--- config.mk ---
export PLATFORM = sky130hd
export DESIGN_NAME = lph_host
export DESIGN_NICKNAME = d
export VERILOG_FILES = /design/src/include/lph_pkg.sv /design/src/core/lph_skid_buf.sv /design/src/core/lph_host.sv
export SDC_FILE = /design/constraint.sdc
export NUM_CORES = 1
export LEC_CHECK = 0
export BUFFER_PORTS_ARGS = -buffer_cell sky130_fd_sc_hd__buf_4
export CAP_MARGIN = 20
export CORE_MARGIN = 1
export CORE_UTILIZATION = 56
export DETAILED_ROUTE_END_ITERATION = 10
export PLACE_DENSITY_LB_ADDON = 0.05
export SYNTH_ARGS = -nofsm -noshare
export SYNTH_HDL_FRONTEND = slang
export SYNTH_SLANG_ARGS = --single-unit
export TNS_END_PERCENT = 100
--- constraint.sdc ---
create_clock -name core_clk_in -period 2.6 [get_ports core_clk_in]
set_clock_uncertainty 0.05 [all_clocks]
set_input_delay 0.13 -clock core_clk_in [delete_from_list [all_inputs] [get_ports core_clk_in]]
set_output_delay 0.13 -clock core_clk_in [all_outputs]
set_load 0.005 [all_outputs]
--- src/include/lph_pkg.sv ---
package lph_pkg;

  // Bus protocol select patterns driven on the strap pins.
  localparam logic [1:0] PROTO_6800 = 2'h1;
  localparam logic [1:0] PROTO_8080 = 2'h0;

  // Core clock period and pin timing figures in nanoseconds.
  localparam int CLK_PERIOD_NS = 40;
  localparam int SETUP_NS = 60;
  localparam int PULSE_NS = 160;
  localparam int RECOVER_NS = 160;
  localparam int RESET_PULSE_NS = 1000;

  // Cycle counts; least times round up to whole cycles.
  localparam int SETUP_CYC = (SETUP_NS + CLK_PERIOD_NS - 1) / CLK_PERIOD_NS;
  localparam int PULSE_CYC = (PULSE_NS + CLK_PERIOD_NS - 1) / CLK_PERIOD_NS;
  localparam int RECOVER_CYC =
    (RECOVER_NS + CLK_PERIOD_NS - 1) / CLK_PERIOD_NS;
  localparam int RESET_CYC =
    (RESET_PULSE_NS + CLK_PERIOD_NS - 1) / CLK_PERIOD_NS;

  // Width of the phase counter.
  localparam int CNT_W = 8;

  // Transfer state machine, Gray coded from LPH_IDLE through LPH_RECOVER; the step back to LPH_IDLE flips two bits.
  typedef enum logic [2:0] {
    LPH_IDLE = 3'h0,
    LPH_SETUP = 3'h1,
    LPH_PULSE = 3'h3,
    LPH_HOLD = 3'h2,
    LPH_RECOVER = 3'h6,
    LPH_RESET = 3'h4
  } lph_state_e;

endpackage

--- src/core/lph_skid_buf.sv ---
`timescale 1ns/100ps
module lph_skid_buf
  import lph_pkg::*;
#(
  parameter int WIDTH = 8
) (
  // Clock, reset and enable.
  input wire logic core_clk_in,
  input wire logic reset_in,
  input wire logic clk_en_in,
  // Filling side.
  input wire logic in_valid_in,
  output logic in_ready_out,
  input wire logic [WIDTH-1:0] in_data_in,
  // Draining side.
  output logic out_valid_out,
  input wire logic out_ready_in,
  output logic [WIDTH-1:0] out_data_out
);

  logic [WIDTH-1:0] mem [2];
  logic [WIDTH-1:0] next_mem [2];
  logic wr_ptr, rd_ptr, next_wr_ptr, next_rd_ptr;
  logic [1:0] count, next_count;
  logic push, pop;

  // Two-entry circular buffer; full and empty come from the count.
  always_comb begin
    push = in_valid_in && (count != 2'h2);
    pop = (count != 2'h0) && out_ready_in;
    next_mem = mem;
    next_wr_ptr = wr_ptr;
    next_rd_ptr = rd_ptr;
    next_count = count;
    if (push) begin
      next_mem[wr_ptr] = in_data_in;
      next_wr_ptr = ~wr_ptr;
    end
    if (pop) begin
      next_rd_ptr = ~rd_ptr;
    end
    if (push && !pop) begin
      next_count = count + 2'h1;
    end else if (pop && !push) begin
      next_count = count - 2'h1;
    end
  end

  // Registers the buffer state.
  always_ff @(posedge core_clk_in) begin
    if (reset_in) begin
      wr_ptr <= 1'b0;
      rd_ptr <= 1'b0;
      count <= 2'h0;
      mem[0] <= '0;
      mem[1] <= '0;
    end else if (clk_en_in) begin
      wr_ptr <= next_wr_ptr;
      rd_ptr <= next_rd_ptr;
      count <= next_count;
      mem <= next_mem;
    end
  end

  // Status is honest from the count.
  assign in_ready_out = (count != 2'h2);
  assign out_valid_out = (count != 2'h0);
  assign out_data_out = mem[rd_ptr];

endmodule

--- src/core/lph_host.sv ---
`timescale 1ns/100ps
// Function
// - Strap pins pick protocol: 01 is 6800 style, 00 is 8080 style.
// - Device is selected only while chip select is low.
// - Data/command select high marks the byte as display data.
// - Data/command select low marks the byte as a command.
// - 8080 write strobe is active low; data captured at its rising edge.
// - 6800 enable pin is active high and qualifies each transfer.
// - 6800 direction pin high reads, low writes.
// - Reset pin optional; an unused pin is held high.
module lph_host
  import lph_pkg::*;
#(
  parameter int DATA_W = 8
) (
  // Clock, reset and enable.
  input wire logic core_clk_in,
  input wire logic reset_in,
  input wire logic clk_en_in,
  // Protocol choice, also driven out to the strap pins.
  input wire logic [1:0] proto_sel_in,
  output logic [1:0] bus_protocol_select_out,
  // Write request stream: data, command flag, valid and ready.
  input wire logic wr_valid_in,
  output logic wr_ready_out,
  input wire logic [DATA_W-1:0] wr_data_in,
  input wire logic wr_is_data_in,
  // Read request.
  input wire logic rd_req_in,
  input wire logic rd_is_data_in,
  output logic rd_ack_out,
  // Read answer stream.
  output logic rd_valid_out,
  input wire logic rd_ready_in,
  output logic [DATA_W-1:0] rd_data_out,
  // Device reset request and busy status.
  input wire logic dev_reset_req_in,
  output logic busy_out,
  // Device pins.
  output logic chip_select_n_out,
  output logic data_command_select_out,
  output logic read_strobe_or_enable_out,
  output logic write_or_direction_out,
  output logic device_reset_n_out,
  input wire logic [DATA_W-1:0] bus_data_in,
  output logic [DATA_W-1:0] bus_data_out,
  output logic bus_data_oe_n_out
);

  lph_state_e state, next_state;
  logic [CNT_W-1:0] cnt, next_cnt;
  logic is_read, next_is_read;
  logic [1:0] proto, next_proto;
  logic cs_n, next_cs_n, dc, next_dc, rs, next_rs, wd, next_wd;
  logic rst_n, next_rst_n, oe_n, next_oe_n, busy, next_busy;
  logic [DATA_W-1:0] dout, next_dout;
  logic wr_take, rd_push, next_rd_ack;
  logic [DATA_W-1:0] wr_data_q, rd_buf_data;
  logic wr_is_data_q, wr_valid_q, rd_buf_ready, wr_pop;

  // Write stream passes through a two-entry buffer so stalls lose nothing.
  lph_skid_buf #(.WIDTH(DATA_W + 1)) u_wr_buf (
    .core_clk_in(core_clk_in),
    .reset_in(reset_in),
    .clk_en_in(clk_en_in),
    .in_valid_in(wr_valid_in),
    .in_ready_out(wr_ready_out),
    .in_data_in({wr_is_data_in, wr_data_in}),
    .out_valid_out(wr_valid_q),
    .out_ready_in(wr_pop),
    .out_data_out({wr_is_data_q, wr_data_q})
  );

  // Read answers pass through a buffer; the user may stall them.
  lph_skid_buf #(.WIDTH(DATA_W)) u_rd_buf (
    .core_clk_in(core_clk_in),
    .reset_in(reset_in),
    .clk_en_in(clk_en_in),
    .in_valid_in(rd_push),
    .in_ready_out(rd_buf_ready),
    .in_data_in(bus_data_in),
    .out_valid_out(rd_valid_out),
    .out_ready_in(rd_ready_in),
    .out_data_out(rd_buf_data)
  );
  assign rd_data_out = rd_buf_data;

  // Phase helpers: idle strobe levels depend on protocol.
  function automatic logic idle_rs(input logic [1:0] p);
    idle_rs = (p == PROTO_8080);
  endfunction

  // Sequencer for transfers and reset pulses.
  always_comb begin
    next_state = state;
    next_cnt = cnt;
    next_is_read = is_read;
    next_proto = proto;
    next_cs_n = cs_n;
    next_dc = dc;
    next_rs = rs;
    next_wd = wd;
    next_rst_n = rst_n;
    next_oe_n = oe_n;
    next_busy = busy;
    next_dout = dout;
    next_rd_ack = 1'b0;
    wr_take = 1'b0;
    rd_push = 1'b0;
    case (state)
      LPH_IDLE: begin
        next_proto = proto_sel_in;
        next_rs = idle_rs(proto_sel_in);
        next_wd = (proto_sel_in == PROTO_8080);
        next_cs_n = 1'b1;
        next_oe_n = 1'b1;
        next_busy = 1'b0;
        next_cnt = '0;
        if (dev_reset_req_in) begin
          next_rst_n = 1'b0;
          next_busy = 1'b1;
          next_state = LPH_RESET;
        end else if (rd_req_in && rd_buf_ready) begin
          next_rd_ack = 1'b1;
          next_is_read = 1'b1;
          next_cs_n = 1'b0;
          next_dc = rd_is_data_in;
          next_oe_n = 1'b1;
          // Reads keep the direction pin high in both protocols.
          next_wd = 1'b1;
          next_busy = 1'b1;
          next_state = LPH_SETUP;
        end else if (wr_valid_q) begin
          wr_take = 1'b1;
          next_is_read = 1'b0;
          next_cs_n = 1'b0;
          next_dc = wr_is_data_q;
          next_dout = wr_data_q;
          next_oe_n = 1'b0;
          next_wd = (proto_sel_in == PROTO_8080);
          next_busy = 1'b1;
          next_state = LPH_SETUP;
        end
      end
      LPH_SETUP: begin
        next_cnt = cnt + CNT_W'(1);
        if (cnt == CNT_W'(SETUP_CYC - 1)) begin
          next_cnt = '0;
          if (proto == PROTO_8080) begin
            // One strobe at a time, never both.
            if (is_read) begin
              next_rs = 1'b0;
            end else begin
              next_wd = 1'b0;
            end
          end else begin
            next_rs = 1'b1;
          end
          next_state = LPH_PULSE;
        end
      end
      LPH_PULSE: begin
        next_cnt = cnt + CNT_W'(1);
        if (cnt == CNT_W'(PULSE_CYC - 1)) begin
          next_cnt = '0;
          rd_push = is_read;
          next_rs = idle_rs(proto);
          next_wd = (proto == PROTO_8080);
          next_state = LPH_HOLD;
        end
      end
      LPH_HOLD: begin
        next_cs_n = 1'b1;
        next_oe_n = 1'b1;
        next_state = LPH_RECOVER;
      end
      LPH_RECOVER: begin
        next_cnt = cnt + CNT_W'(1);
        if (cnt == CNT_W'(RECOVER_CYC - 1)) begin
          next_cnt = '0;
          next_state = LPH_IDLE;
        end
      end
      LPH_RESET: begin
        next_cnt = cnt + CNT_W'(1);
        if (cnt == CNT_W'(RESET_CYC - 1)) begin
          next_cnt = '0;
          next_rst_n = 1'b1;
          next_state = LPH_RECOVER;
        end
      end
      default: begin
        next_state = LPH_IDLE;
      end
    endcase
  end
  assign wr_pop = wr_take;

  // Registers every pin and state bit.
  always_ff @(posedge core_clk_in) begin
    if (reset_in) begin
      state <= LPH_IDLE;
      cnt <= '0;
      is_read <= 1'b0;
      proto <= PROTO_8080;
      cs_n <= 1'b1;
      dc <= 1'b0;
      rs <= 1'b1;
      wd <= 1'b1;
      rst_n <= 1'b1;
      oe_n <= 1'b1;
      busy <= 1'b0;
      dout <= '0;
      rd_ack_out <= 1'b0;
    end else if (clk_en_in) begin
      state <= next_state;
      cnt <= next_cnt;
      is_read <= next_is_read;
      proto <= next_proto;
      cs_n <= next_cs_n;
      dc <= next_dc;
      rs <= next_rs;
      wd <= next_wd;
      rst_n <= next_rst_n;
      oe_n <= next_oe_n;
      busy <= next_busy;
      dout <= next_dout;
      rd_ack_out <= next_rd_ack;
    end
  end

  assign bus_protocol_select_out = proto;
  assign chip_select_n_out = cs_n;
  assign data_command_select_out = dc;
  assign read_strobe_or_enable_out = rs;
  assign write_or_direction_out = wd;
  assign device_reset_n_out = rst_n;
  assign bus_data_out = dout;
  assign bus_data_oe_n_out = oe_n;
  assign busy_out = busy;

  // Checks on the pin sequence.
  AST_NO_BOTH_STROBES: assert property (@(posedge core_clk_in)
    disable iff (reset_in)
    (proto == PROTO_8080) |-> (rs || wd))
    else $error("both strobes asserted");
  AST_STROBE_NEEDS_CS: assert property (@(posedge core_clk_in)
    disable iff (reset_in)
    ((proto == PROTO_8080) && !(rs && wd)) |-> !cs_n)
    else $error("strobe without chip select");
  AST_READ_RELEASES: assert property (@(posedge core_clk_in)
    disable iff (reset_in)
    (proto == PROTO_8080 && !rs) |-> oe_n)
    else $error("host drives bus during read");
  AST_WRITE_PULSE: assert property (@(posedge core_clk_in)
    disable iff (reset_in || !clk_en_in)
    (proto == PROTO_8080 && $fell(wd)) |-> !wd [*4])
    else $error("write pulse too short");
  AST_ENABLE_6800: assert property (@(posedge core_clk_in)
    disable iff (reset_in)
    (proto == PROTO_6800 && rs) |-> !cs_n)
    else $error("enable high while deselected");
  AST_DIR_6800: assert property (@(posedge core_clk_in)
    disable iff (reset_in)
    (proto == PROTO_6800 && rs) |-> (wd == is_read))
    else $error("direction wrong during enable");
  AST_RESET_PULSE: assert property (@(posedge core_clk_in)
    disable iff (reset_in || !clk_en_in)
    $fell(rst_n) |-> !rst_n [*8])
    else $error("device reset pulse too short");
  AST_WRITE_DRIVES: assert property (@(posedge core_clk_in)
    disable iff (reset_in)
    (proto == PROTO_8080 && !wd) |-> !oe_n)
    else $error("bus not driven during write");
  AST_PROTO_LEGAL: assert property (@(posedge core_clk_in)
    disable iff (reset_in)
    (state != LPH_IDLE) |-> (proto == PROTO_6800 || proto == PROTO_8080))
    else $error("illegal protocol select");

  COV_WRITE: cover property (@(posedge core_clk_in)
    disable iff (reset_in) wr_take);
  COV_READ: cover property (@(posedge core_clk_in)
    disable iff (reset_in) rd_push);
  COV_RESET: cover property (@(posedge core_clk_in)
    disable iff (reset_in) $rose(rst_n));
  COV_READ_6800: cover property (@(posedge core_clk_in)
    disable iff (reset_in) (proto == PROTO_6800) && rd_push);

  // Counts how long the device reset pin has been held low.
  logic [CNT_W-1:0] rst_low_cnt;
  always_ff @(posedge core_clk_in) begin
    if (reset_in || rst_n) begin
      rst_low_cnt <= '0;
    end else if (clk_en_in) begin
      rst_low_cnt <= rst_low_cnt + CNT_W'(1);
    end
  end

  // The whole pulse must last exactly the reset count, not just start.
  AST_RESET_LENGTH: assert property (@(posedge core_clk_in)
    disable iff (reset_in || !clk_en_in)
    $rose(rst_n) |-> (rst_low_cnt == CNT_W'(RESET_CYC)))
    else $error("device reset pulse length wrong");

endmodule

==> results of run 1 <==
-- sequential cells by signal, summed over array words and instances (netlist names) --
name and cells:
write_or_direction_out 1, u_rd_buf.wr_ptr 1, rd_ack_out 1, device_reset_n_out 1, state 3, busy_out 1, chip_select_n_out 1, cnt 8
u_wr_buf.wr_ptr 1, u_wr_buf.rd_ptr 1, is_read 1, bus_protocol_select_out 2, u_rd_buf.mem 16, u_wr_buf.mem 18, read_strobe_or_enable_out 1, data_command_select_out 1
bus_data_oe_n_out 1, u_rd_buf.count 2, u_rd_buf.rd_ptr 1, bus_data_out 8, u_wr_buf.count 2
-- where the power goes --
part           internal (mW)  leakage [nW]  switching, mW
Sequential              1.15         0.584         0.0510
Combinational          0.186          1.16          0.169
Clock                  0.399        0.0886          0.405
-- metal layers --
metal	vias to the layer above	part of all wire
met1	1203	0.48
li1	1349	-
met3	9	0.050
met5	-	0
met2	73	0.45
met4	0	0.016
-- synth_stat cells (6+ instances only) --
master     n  share of area
o21ai_0    8          0.012
dfxtp_1   72           0.44
clkbuf_1   6         0.0069
nor2_1    71          0.081
xnor2_1    9          0.024
nand2b_1   7          0.013
mux2i_1   46           0.14
nand2_1   18          0.021
a21oi_1   12          0.018
buf_2      6         0.0092
a211oi_1  10          0.023
xor2_1     6          0.016
mux2_2    11          0.038
-- cell type report --
| class | count | area, µm² | share of cell area |
|---|---|---|---|
| inverters | 4 | 15.0 | 0.00369 |
| clock inverters | 4 | 28.8 | 0.00707 |
| multi-input cells | 254 | 1710 | 0.419 |
| clock buffers | 12 | 155 | 0.0381 |
| repair buffers | 78 | 633 | 0.156 |
| flip-flops and latches | 72 | 1440 | 0.354 |
| well taps | 72 | 90.1 | 0.0221 |
-- worst reg2reg max path: stages, from the launching register on --
cell,delay [ns]
dfxtp_1,0.44
or4_1,0.58
a21oi_1,0.14
o21ai_0,0.11
ha_1,0.29
nor2b_1,0.18
nand2_1,0.09
xor2_1,0.17
nor2_1,0.06
-- cells by family after synthesis --
logic type                 count (synthesis)  share of synthesized area
muxes                                     57                      0.178
AOI/OAI and AO/OA                         43                     0.0850
and+or+nand+nor                          134                      0.198
xor gates and xnor gates                  15                     0.0400
adders and majority gates                  5                     0.0191
DFF                                       72                      0.439
buffers and inverters                     25                     0.0404
-- final timing paths --
check	slack (ns)	to	cells after the start	from
setup / recovery	0.36	u_wr_buf.count[1]$_SDFFE_PP0P_	8	state[0]$_SDFFE_PP0P_
hold / removal	0.07	u_wr_buf.wr_ptr$_SDFFE_PP0P_	4	wr_valid_in
setup reg to reg	0.36	u_wr_buf.count[1]$_SDFFE_PP0P_	8	state[0]$_SDFFE_PP0P_
hold reg to reg	0.42	u_wr_buf.wr_ptr$_SDFFE_PP0P_	2	u_wr_buf.wr_ptr$_SDFFE_PP0P_
-- through the flow --
step	hold slack (ns)	cells
finish	0.0746	496
global placement	0.319	461
detailed placement	0.328	461
CTS	0.0531	496
global route	0.0848	496
floorplan	0.224	351
==> key figures, run 1 <==
STA
  – Max frequency: 447 MHz
  – # setup viols final: 0
  – Slew headroom: 0.562
  – Worst-Margin Slew: ~0.66 ns
  – Final period util: 0.861
  – RSZ-0062 raised after global routing: no
  – PnR worst setup slack: 0.360 ns
  – Max-slew violations: 0
  – Final count of hold timing violations: 0
  – Setup TNS: 0 ns
  – Post-route minimum period: roughly 2.2 ns

Routing
  – Post-DR vias/cell: 5.31
  – DR iter-0 viols: 101
  – Drt pass-1 iters: 4
  – DRC viols: 0
  – Post-route ant nets: 0
  – Drt wl/cell: 13.3 µm
  – Final wirelength: approximately 6600 µm
  – Vias: 2634

Synth
  – EDFF count, synth: 0
  – Syn Nets: 383
  – Sequential share of the synthesized area: 0.439
  – Post-Syn Area per Cell: slightly above 9 µm²
  – Number of synthesized register bits: 72
  – Yosys cell types: 47
  – Main synth FF type: dfxtp_1
  – Yosys warning total: 0
  – Gate Count Post-Synth: 351
  – Fraction of registers with async set/reset: 0
  – Post-Synthesis Cell Area: 3280 µm²

Layout
  – Fraction of layout instances using a drive strength above 1: 0.229
  – # fillers: between 400 and 500
  – Layout area overhead: 24.1%
  – Most frequent cells in the layout: dfxtp_1, nor2_1, buf_4
  – Antenna cells: 0
  – Nets@finish: ~450
  – Final core utilization: 0.730
  – Post-Layout Inst Area: 4070 µm²
  – Most common cell after layout, fill and taps aside: dfxtp_1

Place
  – PortBufs: 54
  – Post-Place Setup Slack: 0.397 ns
  – Final GP Congestion: 0.866
  – Final HPWL DP: 4340 µm
  – DP Area: 3700 µm²

Worst setup path
  – Type of origin of the critical path: flip-flop
  – CP Max Fanout: 14
  – Worst Path Arrival: roughly 2.4 ns
  – CP max-delay cell: or4_1
  – Crit path kind: flip-flop to flip-flop
  – Worst EP required: 2.74 ns
  – Crit end category: flip-flop
  – Crit-path leading delay family: simple AND/OR/NAND/NOR gates
  – Buf/Inv on CP: 0
  – Critical path, cell by cell: or4_1 > a21oi_1 > o21ai_0 > ha_1 > nor2b_1 > nand2_1 > xor2_1 > nor2_1
  – Max stage delay on crit path: 0.58 ns

CTS
  – Number of H-tree branching levels: 3
  – Post-CTS Repair Setup Buffers: 0
  – Clock latency on the worst-skew pair: ~0.34 ns
  – CTS max path bufs: 2
  – Clock-pin slew on the worst setup and hold paths: 0.08 ns
  – Clock sinks: 72
  – Clock root cell: clkbuf_8
  – CTS tree: done
  – CTS buffer count: 9
  – Post-CTS resize count: 0
  – # hold bufs at CTS: 19

Job
  – Maxcap violations: 0

Pwr
  – Power Density: approximately 580 nW/µm²
  – Maximum VDD drop: 0.000339 V
  – Design Power: roughly 2.4 mW
  – Static Leak: 1.83 nW

Floorplan
  – FP Rows: 27
  – Core ar.: 5570 µm²
  – Num ports: 55
  – Die width: ~80 µm
  – Die area: 6170 µm²
  – Die height: 78.6 µm
  – Starting density of the core: 0.589

Global routing
  – Fraction of met2 tracks used by global routing: 0.377
  – All-Layer GR Usage: 0.233
  – Grt ovf: 0
  – GR Util met1: 0.294
  – Met3 usage in global routing: 0.0453
  – Busiest grt layer: met2
  – Antenna violations before repair: 0
  – Largest net degree at the start of global routing: 64
  – Global-route wire length before repair: 11200 µm
  – Vias in the first global route: 2489

Worst hold path
  – Worst hold path class: primary input to flip-flop

Outcome
  – Status: finished, final reports clean
Note: power is estimated with default switching activity, not from simulation.
==> inputs of run 2 (changes only) <==
--- a/config.mk
+++ b/config.mk
@@ -7,6 +7,7 @@
 export LEC_CHECK = 0
 export BUFFER_PORTS_ARGS = -buffer_cell sky130_fd_sc_hd__buf_4
 export CAP_MARGIN = 20
+export CORE_ASPECT_RATIO = 1.4
 export CORE_MARGIN = 1
 export CORE_UTILIZATION = 56
 export DETAILED_ROUTE_END_ITERATION = 10
==> key figures, run 2 (synthesis gave the netlist of run 1 again) <==
Layout
  – Post-Layout Inst Area: 4100 µm²
  – Antenna cells: 0
  – Most common cell after layout, fill and taps aside: dfxtp_1
  – Nets@finish: 450
  – Layout area overhead: 24.8%
  – Top Registers: u_wr_buf.mem: 18 flops, u_rd_buf.mem: 16 flops
  – Fraction of layout instances using a drive strength above 1: 0.227
  – Biggest register: u_wr_buf.mem
  – Max reg flops: 18
  – Most frequent cells in the layout: dfxtp_1, nor2_1, buf_4

Worst setup path
  – Worst EP required: around 2.8 ns
  – Type of origin of the critical path: flip-flop
  – Worst Path Arrival: between 2 and 2.5 ns
  – CP Max Fanout: 14
  – Crit end category: flip-flop
  – Crit path kind: flip-flop to flip-flop

CTS
  – CTS max path bufs: 2
  – CTS tree: done
  – Number of H-tree branching levels: 3
  – Clock-pin slew on the worst setup and hold paths: ~0.080 ns
  – Post-CTS resize count: 0
  – # hold bufs at CTS: 19
  – CTS buffer count: 9
  – Post-CTS Repair Setup Buffers: 0
  – Clock sinks: between 70 and 80
  – Clock root cell: clkbuf_8
  – Clock latency on the worst-skew pair: 0.35 ns

Routing
  – Final wirelength: 6690 µm
  – Drt wl/cell: 13.6 µm
  – Post-route ant nets: 0
  – Drt pass-1 iters: 4
  – DR iter-0 viols: 130
  – Post-DR vias/cell: about 5.4
  – DRC viols: 0
  – Vias: 2647

Global routing
  – Grt ovf: 0
  – Largest net degree at the start of global routing: 64
  – Vias in the first global route: 2513
  – Antenna violations before repair: 0
  – Global-route wire length before repair: 11000 µm
  – All-Layer GR Usage: 0.233

STA
  – RSZ-0062 raised after global routing: no
  – Post-route minimum period: 2.19 ns
  – # setup viols final: 0
  – Max frequency: 456 MHz
  – Worst-Margin Slew: 0.644 ns
  – Final count of hold timing violations: 0
  – Slew headroom: 0.567
  – Max-slew violations: 0
  – Final period util: 0.844
  – Setup TNS: 0 ns

Place
  – Final HPWL DP: ~4400 µm
  – DP Area: 3680 µm²
  – Final GP Congestion: 0.822
  – PortBufs: 54

Job
  – Maxcap violations: 0

Pwr
  – Maximum VDD drop: 0.000424 V
  – Static Leak: 1.84 nW
  – Power Density: 616 nW/µm²

Outcome
  – Status: finished, final reports clean

Floorplan
  – Die width: 66.7 µm
  – Die area: roughly 6200 µm²
  – Core ar.: 5570 µm²
  – Num ports: 55
  – FP Rows: 32
  – Die height: about 90 µm
  – Starting density of the core: 0.590

Worst hold path
  – Worst hold path class: primary input to flip-flop
==> run 2: final timing paths <==
kind,from,to,slack [ns],cells after the start
min reg2reg,read_strobe_or_enable_out$_SDFFE_PP1P_,read_strobe_or_enable_out$_SDFFE_PP1P_,0.42,1
max,state[0]$_SDFFE_PP0P_,u_rd_buf.count[1]$_SDFFE_PP0P_,0.41,8
min,wr_valid_in,u_wr_buf.wr_ptr$_SDFFE_PP0P_,0.08,4
max reg2reg,state[0]$_SDFFE_PP0P_,u_rd_buf.count[1]$_SDFFE_PP0P_,0.41,8
==> run 2: per-layer routing <==
layer / track usage / share of wire / up-vias
met4: 0.121 / 0.018 / 0
li1: - / - / 1342
met5: 0 / 0 / -
met1: 0.285 / 0.45 / 1238
met3: 0.0357 / 0.038 / 10
met2: 0.384 / 0.50 / 57
==> run 2: final cells by class <==
class	instances	area, µm²
Multi-Input combinational cell	254	1710
Fill cell	449	1470
Sequential cell	72	1440
Timing Repair Buffer	77	626
Clock buffer	10	128
Clock inverter	6	92.6
Tap cell	68	85.1
Inverter	4	15.0
==> run 2: report_power, final <==
part	internal, mW	switching (mW)	total, mW
Sequential	1.15	0.0509	1.20
Combinational	0.183	0.165	0.348
Clock	0.545	0.425	0.970
==> run 2: per-stage QoR <==
step           hold WS [ns]  std cells  setup slack, ns  power, mW   util
2_1_floorplan         0.224        351            0.666       1.44      -
3_3_place_gp          0.319        456            0.469       1.55  0.662
3_5_place_dp          0.331        456            0.438       1.55  0.662
4_1_cts              0.0680        491            0.405       2.54  0.736
5_1_grt              0.0837        491            0.228       2.63  0.736
6_report             0.0768        491            0.407       2.52  0.736
==> run 2: critical path, cell delays in order (launching register included) <==
cell,delay [ns]
dfxtp_1,0.57
nor2b_1,0.28
and4_1,0.31
and2_1,0.15
ha_1,0.23
nor2b_1,0.19
nand2_1,0.10
xor2_1,0.13
nor2_1,0.05
